[src/rtl/flash_port_defines.vh]
// constants for the jtag flash access port
// assumes nothing; definitions only
`ifndef FLASH_PORT_DEFINES_VH
`define FLASH_PORT_DEFINES_VH

// tap state bit positions (one-hot)
`define ST_TLR      0
`define ST_RTI      1
`define ST_SELDR    2
`define ST_CAPDR    3
`define ST_SHDR     4
`define ST_EX1DR    5
`define ST_PAUSEDR  6
`define ST_EX2DR    7
`define ST_UPDR     8
`define ST_SELIR    9
`define ST_CAPIR    10
`define ST_SHIR     11
`define ST_EX1IR    12
`define ST_PAUSEIR  13
`define ST_EX2IR    14
`define ST_UPIR     15
`define TAP_STATES  16

// instruction register
`define IR_WIDTH     4
`define IR_CAPTURE   4'h1
`define IR_BYPASS    4'hf
`define IR_CONTROL   4'h4
`define IR_DATA      4'h5
`define IR_ADDRESS   4'h6

// indirect data register layout
`define IND_WIDTH    20
`define IND_DATA_W   18
`define IND_OP_HI    19
`define IND_OP_LO    18
`define IND_OP_READ  2'h2
`define IND_OP_WRITE 2'h3

// control register fields
`define CTL_RESET    8'h00
`define CTL_WR_HI    6
`define CTL_WR_LO    4
`define CTL_RD_HI    3
`define CTL_RD_LO    0
`define WR_HOLD      3'h0
`define WR_PROGRAM   3'h1
`define WR_ERASE     3'h2
`define RD_HOLD      4'h0
`define RD_BLOCK     4'h1
`define RD_SINGLE    4'h2
`define ERASE_KEY    8'ha5

// data/status register
`define DAT_RESET    8'h00
`define DAT_BYTE_HI  9
`define DAT_BYTE_LO  2
`define DAT_FAIL_BIT 1
`define DAT_BUSY_BIT 0

// flash operation codes
`define FOP_READ     2'h0
`define FOP_WRITE    2'h1
`define FOP_ERASE    2'h2

`endif

[src/rtl/jtag_flash_access_port.v]
// jtag flash access port: tap, indirect register access, flash control
// assumes a flash macro on clk with req/done handshake; jtag pins asynchronous
`timescale 1ns/1ps
`include "flash_port_defines.vh"
module jtag_flash_access_port #(
   parameter AW = 17
) (
   input  wire          clk,
   input  wire          resetn,
   input  wire          tck,
   input  wire          tms,
   input  wire          tdi,
   output reg           tdo,
   output reg           tdoEn,
   output reg           flashReq,
   output reg  [1:0]    flashOp,
   output wire [AW-1:0] flashAddr,
   output wire [7:0]    flashWdata,
   input  wire          flashDone,
   input  wire          flashFail,
   input  wire [7:0]    flashRdata,
   input  wire          cpuHalted,
   input  wire          singleStep,
   output reg           watchdogSuspend,
   output reg           peripheralRun
);
   // pin synchronisers
   reg tckS1;
   reg tckS2;
   reg tckS3;
   reg tmsS1;
   reg tmsS2;
   reg tdiS1;
   reg tdiS2;

   always @(posedge clk or negedge resetn) begin
      if (!resetn) begin
         tckS1 <= 1'b0;
         tckS2 <= 1'b0;
         tckS3 <= 1'b0;
         tmsS1 <= 1'b1;
         tmsS2 <= 1'b1;
         tdiS1 <= 1'b0;
         tdiS2 <= 1'b0;
      end else begin
         tckS1 <= tck;
         tckS2 <= tckS1;
         tckS3 <= tckS2;
         tmsS1 <= tms;
         tmsS2 <= tmsS1;
         tdiS1 <= tdi;
         tdiS2 <= tdiS1;
      end
   end

   wire tckRise = tckS2 & ~tckS3;
   wire tckFall = ~tckS2 & tckS3;

   wire [`TAP_STATES-1:0] tapState;

   jtag_tap_fsm u_tap (
      .clk     (clk),
      .resetn  (resetn),
      .tckRise (tckRise),
      .tms     (tmsS2),
      .state   (tapState)
   );

   // jtag shift path
   reg [`IR_WIDTH-1:0]  instr_reg;
   reg [`IR_WIDTH-1:0]  irShift_reg;
   reg [`IND_WIDTH-1:0] drShift_reg;
   reg                  bypass_reg;
   reg [`IND_DATA_W-1:0] readData_reg;
   reg                  cmdBusy_reg;

   wire indirectSel = (instr_reg == `IR_CONTROL) | (instr_reg == `IR_DATA) | (instr_reg == `IR_ADDRESS);

   always @(posedge clk or negedge resetn) begin
      if (!resetn) begin
         instr_reg   <= `IR_BYPASS;
         irShift_reg <= `IR_CAPTURE;
         drShift_reg <= {`IND_WIDTH{1'b0}};
         bypass_reg  <= 1'b0;
         tdo         <= 1'b0;
         tdoEn       <= 1'b0;
      end else begin
         if (tckRise) begin
            if (tapState[`ST_CAPDR]) begin
               drShift_reg <= {1'b0, readData_reg, cmdBusy_reg};
               bypass_reg  <= 1'b0;
            end
            if (tapState[`ST_SHDR]) begin
               drShift_reg <= {tdiS2, drShift_reg[`IND_WIDTH-1:1]};
               bypass_reg  <= tdiS2;
            end
            if (tapState[`ST_CAPIR]) begin
               irShift_reg <= `IR_CAPTURE;
            end
            if (tapState[`ST_SHIR]) begin
               irShift_reg <= {tdiS2, irShift_reg[`IR_WIDTH-1:1]};
            end
         end
         if (tckFall) begin
            if (tapState[`ST_SHDR]) begin
               tdo <= indirectSel ? drShift_reg[0] : bypass_reg;
            end
            if (tapState[`ST_SHIR]) begin
               tdo <= irShift_reg[0];
            end
            tdoEn <= tapState[`ST_SHDR] | tapState[`ST_SHIR];
            if (tapState[`ST_UPIR]) begin
               instr_reg <= irShift_reg;
            end
            if (tapState[`ST_TLR]) begin
               instr_reg <= `IR_BYPASS;
            end
         end
      end
   end

   // indirect command decode
   wire [1:0] cmdOp    = drShift_reg[`IND_OP_HI:`IND_OP_LO];
   wire       updPulse = tckFall & tapState[`ST_UPDR] & indirectSel;
   wire       accept   = updPulse & ~cmdBusy_reg & ((cmdOp == `IND_OP_READ) | (cmdOp == `IND_OP_WRITE));
   wire       isWrite  = accept & (cmdOp == `IND_OP_WRITE);
   wire       isRead   = accept & (cmdOp == `IND_OP_READ);
   wire [7:0] wrByte   = drShift_reg[`IND_DATA_W-1:`IND_DATA_W-8];

   // flash port registers
   reg [7:0]    control_reg;
   reg [7:0]    flashData_reg;
   reg [AW-1:0] addr_reg;
   reg          fail_reg;
   reg          unread_reg;
   reg          incr_reg;

   wire [2:0] wrMode = control_reg[`CTL_WR_HI:`CTL_WR_LO];
   wire [3:0] rdMode = control_reg[`CTL_RD_HI:`CTL_RD_LO];
   wire       busy   = flashReq;

   assign flashAddr  = addr_reg;
   assign flashWdata = flashData_reg;

   always @(posedge clk or negedge resetn) begin
      if (!resetn) begin
         control_reg   <= `CTL_RESET;
         flashData_reg <= `DAT_RESET;
         addr_reg      <= {AW{1'b0}};
         fail_reg      <= 1'b0;
         unread_reg    <= 1'b0;
         incr_reg      <= 1'b0;
         flashReq      <= 1'b0;
         flashOp       <= `FOP_READ;
         readData_reg  <= {`IND_DATA_W{1'b0}};
         cmdBusy_reg   <= 1'b0;
      end else begin
         cmdBusy_reg <= accept;
         // flash completion
         if (flashReq & flashDone) begin
            flashReq <= 1'b0;
            fail_reg <= flashFail;
            if (flashOp == `FOP_READ) begin
               flashData_reg <= flashRdata;
               unread_reg    <= 1'b1;
            end
            if (incr_reg) begin
               addr_reg <= addr_reg + {{(AW-1){1'b0}}, 1'b1};
            end
         end
         if (isWrite) begin
            if (instr_reg == `IR_CONTROL) begin
               control_reg <= wrByte;
            end else if (instr_reg == `IR_ADDRESS) begin
               if (!busy) begin
                  addr_reg <= drShift_reg[`IND_DATA_W-1:`IND_DATA_W-AW];
               end
            end else if (!busy) begin
               flashData_reg <= wrByte;
               if (wrMode == `WR_PROGRAM) begin
                  flashReq <= 1'b1;
                  flashOp  <= `FOP_WRITE;
                  incr_reg <= 1'b1;
               end else if (wrMode == `WR_ERASE) begin
                  if (wrByte == `ERASE_KEY) begin
                     flashReq <= 1'b1;
                     flashOp  <= `FOP_ERASE;
                     incr_reg <= 1'b0;
                  end else begin
                     fail_reg <= 1'b1;
                  end
               end
            end
         end
         if (isRead) begin
            if (instr_reg == `IR_CONTROL) begin
               readData_reg <= {{(`IND_DATA_W-8){1'b0}}, control_reg};
            end else if (instr_reg == `IR_ADDRESS) begin
               readData_reg <= {{(`IND_DATA_W-AW){1'b0}}, addr_reg};
            end else begin
               readData_reg <= {{(`IND_DATA_W-10){1'b0}}, flashData_reg, fail_reg, busy};
               if (!busy) begin
                  unread_reg <= 1'b0;
                  if (rdMode == `RD_BLOCK) begin
                     flashReq <= 1'b1;
                     flashOp  <= `FOP_READ;
                     incr_reg <= 1'b1;
                  end else if (rdMode == `RD_SINGLE && !unread_reg) begin
                     flashReq <= 1'b1;
                     flashOp  <= `FOP_READ;
                     incr_reg <= 1'b0;
                  end
               end
            end
         end
      end
   end

   // debug side effects
   always @(posedge clk or negedge resetn) begin
      if (!resetn) begin
         watchdogSuspend <= 1'b0;
         peripheralRun   <= 1'b0;
      end else begin
         watchdogSuspend <= cpuHalted | singleStep;
         peripheralRun   <= 1'b1;
      end
   end
endmodule

[src/rtl/jtag_tap_fsm.v]
// one-hot jtag tap controller advanced by sampled tck rising edges
// assumes tckRise and tms already synchronised to clk
`timescale 1ns/1ps
`include "flash_port_defines.vh"
module jtag_tap_fsm (
   input  wire                    clk,
   input  wire                    resetn,
   input  wire                    tckRise,
   input  wire                    tms,
   output reg  [`TAP_STATES-1:0]  state
);
   localparam [15:0] S_TLR     = 16'h0001;
   localparam [15:0] S_RTI     = 16'h0002;
   localparam [15:0] S_SELDR   = 16'h0004;
   localparam [15:0] S_CAPDR   = 16'h0008;
   localparam [15:0] S_SHDR    = 16'h0010;
   localparam [15:0] S_EX1DR   = 16'h0020;
   localparam [15:0] S_PAUSEDR = 16'h0040;
   localparam [15:0] S_EX2DR   = 16'h0080;
   localparam [15:0] S_UPDR    = 16'h0100;
   localparam [15:0] S_SELIR   = 16'h0200;
   localparam [15:0] S_CAPIR   = 16'h0400;
   localparam [15:0] S_SHIR    = 16'h0800;
   localparam [15:0] S_EX1IR   = 16'h1000;
   localparam [15:0] S_PAUSEIR = 16'h2000;
   localparam [15:0] S_EX2IR   = 16'h4000;
   localparam [15:0] S_UPIR    = 16'h8000;

   reg [15:0] state_next;

   always @* begin
      state_next = state;
      if (tckRise) begin
         case (state)
            S_TLR:     state_next = tms ? S_TLR   : S_RTI;
            S_RTI:     state_next = tms ? S_SELDR : S_RTI;
            S_SELDR:   state_next = tms ? S_SELIR : S_CAPDR;
            S_CAPDR:   state_next = tms ? S_EX1DR : S_SHDR;
            S_SHDR:    state_next = tms ? S_EX1DR : S_SHDR;
            S_EX1DR:   state_next = tms ? S_UPDR  : S_PAUSEDR;
            S_PAUSEDR: state_next = tms ? S_EX2DR : S_PAUSEDR;
            S_EX2DR:   state_next = tms ? S_UPDR  : S_SHDR;
            S_UPDR:    state_next = tms ? S_SELDR : S_RTI;
            S_SELIR:   state_next = tms ? S_TLR   : S_CAPIR;
            S_CAPIR:   state_next = tms ? S_EX1IR : S_SHIR;
            S_SHIR:    state_next = tms ? S_EX1IR : S_SHIR;
            S_EX1IR:   state_next = tms ? S_UPIR  : S_PAUSEIR;
            S_PAUSEIR: state_next = tms ? S_EX2IR : S_PAUSEIR;
            S_EX2IR:   state_next = tms ? S_UPIR  : S_SHIR;
            S_UPIR:    state_next = tms ? S_SELDR : S_RTI;
            default:   state_next = S_TLR;
         endcase
      end
   end

   always @(posedge clk or negedge resetn) begin
      if (!resetn) begin
         state <= S_TLR;
      end else begin
         state <= state_next;
      end
   end
endmodule

[config.mk]
export PLATFORM = sky130hd
export DESIGN_NAME = jtag_flash_access_port
export DESIGN_NICKNAME = d
export VERILOG_FILES = /design/src/rtl/jtag_flash_access_port.v /design/src/rtl/jtag_tap_fsm.v
export VERILOG_INCLUDE_DIRS = /design/src /design/src/rtl
export SDC_FILE = /design/constraint.sdc
export NUM_CORES = 1
export LEC_CHECK = 0
export ABC_AREA = 1
export BUFFER_PORTS_ARGS = -buffer_cell sky130_fd_sc_hd__buf_2
export CAP_MARGIN = 10
export CORE_ASPECT_RATIO = 1.1
export CORE_MARGIN = 5
export CORE_UTILIZATION = 60
export CTS_CLUSTER_SIZE = 10
export DETAILED_ROUTE_END_ITERATION = 8
export GPL_TIMING_DRIVEN = 0
export PLACE_DENSITY = 0.8
export SLEW_MARGIN = 20
export SYNTH_ARGS = -nofsm -noshare
export SYNTH_HDL_FRONTEND = slang
export SYNTH_HIERARCHICAL = 1
export SYNTH_SLANG_ARGS = --single-unit
export TNS_END_PERCENT = 100
[constraint.sdc]
create_clock -name clk -period 2.07 [get_ports clk]
set_input_delay 0.1035 -clock clk [delete_from_list [all_inputs] [get_ports clk]]
set_output_delay 0.1035 -clock clk [all_outputs]
set_load 0.01 [all_outputs]
=== Word level (Yosys, flattened, before mapping) ===
Cells that the tools add are included.

* Add/subtract/negate cells: 1
* Eq/ne operators: 26
* Muxes and demuxes: 92
* Bitwise operators: 17
* Reductions and logical operators: 15

{| class="wikitable"
|+ Operators with widths
! operator !! number
|-
| one-hot mux 16 bit (12 select lines) || 1
|-
| 2-to-1 mux 17 bit || 8
|-
| 2-to-1 mux 8 bit || 7
|-
| 2-to-1 mux 1 bit || 46
|-
| 2-to-1 mux 20 bit || 2
|-
| 2-to-1 mux 16 bit || 2
|-
| 2-to-1 mux 2 bit || 14
|-
| 2-to-1 mux 9 bit || 2
|-
| adder 17 x 1 -> 17 bit (second input constant) || 1
|-
| equality test 16 x 1 -> 1 bit (second input constant) || 1
|-
| equality test 16 x 10 -> 1 bit (second input constant) || 1
|-
| equality test 16 x 11 -> 1 bit (second input constant) || 1
|-
| equality test 16 x 12 -> 1 bit (second input constant) || 1
|-
| equality test 16 x 13 -> 1 bit (second input constant) || 1
|-
| equality test 16 x 14 -> 1 bit (second input constant) || 1
|-
| equality test 16 x 15 -> 1 bit (second input constant) || 1
|-
| equality test 16 bit (second input constant) || 1
|-
| equality test 16 x 2 -> 1 bit (second input constant) || 1
|-
| equality test 16 x 3 -> 1 bit (second input constant) || 1
|-
| equality test 16 x 4 -> 1 bit (second input constant) || 1
|-
| equality test 16 x 5 -> 1 bit (second input constant) || 1
|-
| equality test 16 x 6 -> 1 bit (second input constant) || 1
|-
| equality test 16 x 7 -> 1 bit (second input constant) || 1
|-
| equality test 16 x 8 -> 1 bit (second input constant) || 1
|-
| other kinds (25) || 53
|}

* Register bits after elaboration: 114
* Input port bits: 17
* Output and inout port bits: 32
* Logic and storage cells: 177

=== Depth between registers and ports, before layout ===
* Depth after elaboration: 15
* Depth in mapped cells: 11
* Mapped depth without buffers: 11

=== Cells and area by module ===
The synthesis kept the hierarchy.

{| class="wikitable"
|+ Modules (own cells, without submodules)
! module !! instances !! cells an instance !! area an instance (sq um) !! seq. area each (sq um)
|-
| jtag_flash_access_port || 1 || 561 || 4630.7 || 2411.1
|-
| jtag_tap_fsm || 1 || 139 || 1018.5 || 401.6
|}

=== Worst setup path before layout ===
OpenSTA, ideal clock, no wires.

* Path type: flip-flop to flip-flop
* Start point: register instr_reg[2]
* End point: register flashData_reg[3] (netlist: flashWdata[3])
* Library setup time: 117 ps
* Data arrival time: 1558 ps
* Required time: 1953 ps
* Slack: 396 ps
* Cell stages (with the launch flop): 9
* Path buffers: 1
* Period minus slack after synthesis: 1674 ps
* Cells stage by stage: dfstp_2 > inv_2 > nor2_4 > nand2_1 > nor3_4 > nand3_2 > buf_6 > o21ai_1 > inv_2

* Word-level cells in the longest chain between the ends: 8
* Elaborated cells between the ends (all ways): 12
* Classes of those cells: eq/ne: 3; mux: 3; bitwise: 6

{| class="wikitable"
|+ Ends and longest elaborated chain
! what !! line !! source
|-
| from (decl) || jtag_flash_access_port.v:70 || <nowiki>reg [`IR_WIDTH-1:0] instr_reg;</nowiki>
|-
| from (signal assigned) || jtag_flash_access_port.v:81 || <nowiki>instr_reg <= `IR_BYPASS;</nowiki>
|-
| from (signal assigned) || jtag_flash_access_port.v:113 || <nowiki>instr_reg <= irShift_reg;</nowiki>
|-
| from (signal assigned) || jtag_flash_access_port.v:116 || <nowiki>instr_reg <= `IR_BYPASS;</nowiki>
|-
| equality test 4 x 3 -> 1 bit (no source line) || - ||
|-
| bitwise OR 1 bit || jtag_flash_access_port.v:77 || <nowiki>wire indirectSel = (instr_reg == `IR_CONTROL) | (instr_reg == `IR_DATA) | (instr_reg == `IR_ADDRESS);</nowiki>
|-
| bitwise OR 1 bit (*) || jtag_flash_access_port.v:77 ||
|-
| bitwise AND 1 bit (*) || jtag_flash_access_port.v:124 || <nowiki>wire updPulse = tckFall & tapState[`ST_UPDR] & indirectSel;</nowiki>
|-
| bitwise AND 1 bit (*) (2 in a row) || jtag_flash_access_port.v:125 || <nowiki>wire accept = updPulse & ~cmdBusy_reg & ((cmdOp == `IND_OP_READ) | (cmdOp == `IND_OP_WRITE));</nowiki>
|-
| net accept || jtag_flash_access_port.v:125 ||
|-
| bitwise AND 1 bit (*) || jtag_flash_access_port.v:126 || <nowiki>wire isWrite = accept & (cmdOp == `IND_OP_WRITE);</nowiki>
|-
| 2-to-1 mux 8 bit (*) || jtag_flash_access_port.v:171 || <nowiki>if (isWrite) begin</nowiki>
|-
| to (signal assigned) || jtag_flash_access_port.v:148 || <nowiki>flashData_reg <= `DAT_RESET;</nowiki>
|-
| to (signal assigned) || jtag_flash_access_port.v:164 || <nowiki>flashData_reg <= flashRdata;</nowiki>
|-
| to (signal assigned) || jtag_flash_access_port.v:179 || <nowiki>flashData_reg <= wrByte;</nowiki>
|-
| to (decl) || jtag_flash_access_port.v:132 || <nowiki>reg [7:0] flashData_reg;</nowiki>
|}

Mark *: on every way through the listed nets, which the timed path passes. The rest lies on a longest branch.
A chain may end at the register's enable or synchronous reset.

=== Worst setup path after layout ===
* Start point: register tckS3
* End point: register drShift_reg[13]

* Word-level cells in the longest chain between the ends: 3

{| class="wikitable"
|+ Ends and longest elaborated chain
! what !! line !! source
|-
| from (decl) || jtag_flash_access_port.v:30 || <nowiki>reg tckS3;</nowiki>
|-
| from (signal assigned) || jtag_flash_access_port.v:48 || <nowiki>tckS3 <= tckS2;</nowiki>
|-
| NOT 1 bit || jtag_flash_access_port.v:56 || <nowiki>wire tckRise = tckS2 & ~tckS3;</nowiki>
|-
| bitwise AND 1 bit || jtag_flash_access_port.v:56 ||
|-
| net tckRise || jtag_flash_access_port.v:56 ||
|-
| AND reduction 2 bit (no source line) || - ||
|-
| to (signal assigned) || jtag_flash_access_port.v:83 || <nowiki>drShift_reg <= {`IND_WIDTH{1'b0}};</nowiki>
|-
| to (signal assigned) || jtag_flash_access_port.v:90 || <nowiki>drShift_reg <= {1'b0, readData_reg, cmdBusy_reg};</nowiki>
|-
| to (signal assigned) || jtag_flash_access_port.v:94 || <nowiki>drShift_reg <= {tdiS2, drShift_reg[`IND_WIDTH-1:1]};</nowiki>
|-
| to (decl) || jtag_flash_access_port.v:72 || <nowiki>reg [`IND_WIDTH-1:0] drShift_reg;</nowiki>
|}

The timed path passes the listed nets, and every way through them passes these cells.

==> metrics.md <==
| Metric | Value |
|---|---|
| TritonCTS clock tree | `done` |
| CP Capture Point | `drShift_reg[13]` |
| Met2 Use GR | `0.405` |
| Maximum VDD drop | `roughly 0.61 mV` |
| Critical-path maximum fanout | `10` |
| Crit end category | `flip-flop` |
| Status | `finished clean` |
| Die Width | `slightly above 100 um` |
| Routed via count | `5126` |
| Synth Area in Simple Gates | `0.269` |
| Crit-path leading delay family | `buffers and inverters` |
| CP Depth | `7` |
| Post-Synth XOR/XNOR Area | `0.00775` |
| Clock Latency Late Sink | `0.38 ns` |
| Slew @ Worst Pin | `0.693 ns` |
| Drc violations | `0` |
| Grt total ovfl | `0` |
| Total Neg Setup Slack | `0 ns` |
| Pwr/cell area | `around 750 nW/um^2` |
| Core Area | `9260 sq um` |
| Leading cell type in the layout, fill and taps excluded | `nand2_1` |
| Period minus WS final | `1.89 ns` |
| Syn Inst Count | `700` |
| RSZ-0062 raised after global routing | `no` |
| Starting Density | `0.610` |
| Vias in the first global route | `4810` |
| GRT Max-Usage Layer | `met2` |
| Wirelength per Cell | `16.6 um` |
| Multiplexer share of the synthesized area | `0` |
| Worst min path class | `input port to flip-flop` |
| Met1 usage | `0.364` |
| Yosys warns | `6` |
| H-tree levels | `3` |
| Crit path kind | `flip-flop to flip-flop` |
| Final hold vios | `0` |
| Slowest stage delay, CP | `0.43 ns` |
| Compound-cell area share of the yosys netlist | `0.143` |
| Filler Cells Inserted | `752` |
| R2r endpoint | `drShift_reg[13]` |
| LEAKAGE | `3.10 nW` |
| Antenna cells | `0` |
| Chip Height | `112 um` |
| Placed cell area | `6070 sq um` |
| Global Route Usage Sum | `0.265` |
| # clock sinks | `approximately 110` |
| Post-route ant nets | `0` |
| Critical path launch point type | `flip-flop` |
| Routability Congestion | `0.902` |
| Design area | `between 6000 and 7000 sq um` |
| Number of port buffers | `48` |
| R2r startpoint | `tckS3` |
| Crit path launch | `tckS3` |
| Seq/Total Area, Yosys | `0.498` |
| R2R Setup Slk | `between 0.15 and 0.2 ns` |
| Critical Path AT | `between 2 and 2.5 ns` |
| CP max-delay cell | `dfrtp_1` |
| CTS clk-pin slew, worst paths | `around 0.11 ns` |
| Max FFs per register | `20` |
| Crit share post-route | `0.913` |
| Largest family of logic cells by synthesized area | `simple AND/OR/NAND/NOR gates` |
| R2R depth | `7` |
| Final setup vio count | `0` |
| Syn Nets | `718` |
| Post-DP HPWL | `11.0 mm` |
| P&R area growth vs syn | `12.5%` |
| Post-Synth Adder-Cell Area | `0.00221` |
| Root Buffer | `clkbuf_8` |
| Fin. max-slew vios | `0` |
| Beginning of the worst hold path | `flashFail` |
| Worst EP required | `2.32 ns` |
| Mapped cell area | `5650 sq um` |
| Area leader, netlist | `dfrtp_1` |
| Most frequent cell on the critical path | `buf_2` |
| Layout Skew | `0.0173 ns` |
| GR Layer Usage met3 | `0.0470` |
| Final Power | `4.77 mW` |
| Max Cap Viol | `0` |
| Routed wire length | `14.8 mm` |
| Die area | `11500 sq um` |
| Max-slew headroom | `0.536` |
| Largest net degree at the start of global routing | `74` |
| Share of cells above drive strength 1 | `0.168` |
| Row cnt | `37` |
| First-pass GRT wire length | `roughly 24 mm` |
| Router iterations before antenna repair | `6` |
| Initial DRC Count | `372` |
| Pre-CTS setup slack | `-0.146 ns` |
| Final net count | `around 780` |
| Avg Inst Size Synth | `8.07 sq um` |
| Max frequency | `529 MHz` |
| Most frequent cells in the layout | `nand2_1 (182), dfrtp_1 (104), inv_1 (84), nor2_1 (69), buf_2 (55)` |
| Worst path bufs/invs | `3` |
| Hold slack | `0.0177 ns` |
| Num CTS Buffers | `9` |
| Clock buffer depth | `2` |
| Io pins | `49` |
| Distinct cells, synth | `43` |
| Critical path cell sequence | `nor2_4, inv_1, nor2_1, buf_2, buf_2, o211ai_1, o21ai_0` |
| Area contributors post-synth | `dfrtp_1 (46%), nand2_1 (12%), inv_1 (5.6%)` |
| Via-to-Cell Ratio | `5.78` |
| Register bit total from synthesis | `around 110` |
| Initial antenna violation count | `0` |
| Post-synth top area share | `0.461` |
| Final worst slack | `0.181 ns` |
-- worst min-delay path, delay by kind of cell --
family | cells | cell delay, ns
AO/OA/AOI/OAI | 1 | 0.13
buffers and inverters | 1 | 0.08
AND/OR/NAND/NOR | 1 | 0.04
-- synth_stat cells (all sizes together) --
| cell | n |
|---|---|
| nand2 | 192 |
| dfrtp | 104 |
| inv | 90 |
| nor2 | 82 |
| o21ai | 73 |
| nand3 | 37 |
| o22ai | 17 |
| nand4 | 15 |
| o211ai | 14 |
| a21oi | 13 |
| buf | 13 |
| dfstp | 8 |
| o31ai | 7 |
| clkbuf | 6 |
| nor3 | 6 |
| a31oi | 4 |
| xnor2 | 3 |
| and3 | 2 |
| nand3b | 2 |
| o21bai | 2 |
| o221ai | 2 |
| xor2 | 2 |
| a22oi | 1 |
| clkinv | 1 |
| conb | 1 |
| ha | 1 |
| o2111ai | 1 |
| or2 | 1 |
-- where the power goes --
group,switching [mW],internal [mW],total [mW]
clock network,0.763,0.600,1.36
registers,0.136,2.36,2.49
logic,0.603,0.308,0.911
total,1.50,3.27,4.77
-- worst min path at each step --
stage | to | slack [ns] | cells after the start
CTS | fail_reg | 0.007 | 3
global placement | tmsS1 | 0.21 | 1
finish | fail_reg | 0.02 | 3
global route | fail_reg | 0.05 | 3
floorplan | cmdBusy_reg | -0.19 | 0
detailed placement | flashOp[0] | 0.03 | 1
-- layer usage --
metal	vias to the layer above	share of wire
li1	2417	-
met1	2437	0.41
met2	231	0.47
met3	41	0.083
met4	0	0.038
met5	-	0
-- kinds of logic after synthesis --
family                   Yosys count
other                              1
AND/OR/NAND/NOR                  337
AO/OA/AOI/OAI                    134
flip-flops                       112
adder cells (fa/ha/maj)            1
XOR/XNOR                           5
buffers and inverters            110
-- what timing repair did --
action                                 in CTS  in global routing
pin swaps                                   0                  1
setup buffers                               0                  1
setup endpoints to repair                  10                  7
resized for setup                           1                  1
endpoints found under the hold margin      43                  0
hold buffers                                6                  0
-- final cells by class --
cell class	instances	area, sq um	area share
buffer	18	104	0.0163
clock buffer	10	138	0.0217
clock inverter	5	63.8	0.0100
inverter	91	342	0.0538
multi-input combinational	478	2390	0.377
sequential	112	2810	0.443
tap	117	146	0.0230
timing repair buffer	56	354	0.0557
-- stage by stage --
| step | std cells | util |
|---|---|---|
| 2_1_floorplan | 700 | - |
| 3_3_place_gp | 865 | 0.652 |
| 3_5_place_dp | 866 | 0.656 |
| 4_1_cts | 887 | 0.684 |
| 5_1_grt | 887 | 0.686 |
| 6_report | 887 | 0.686 |
Note: power is estimated with default switching activity, not from simulation.
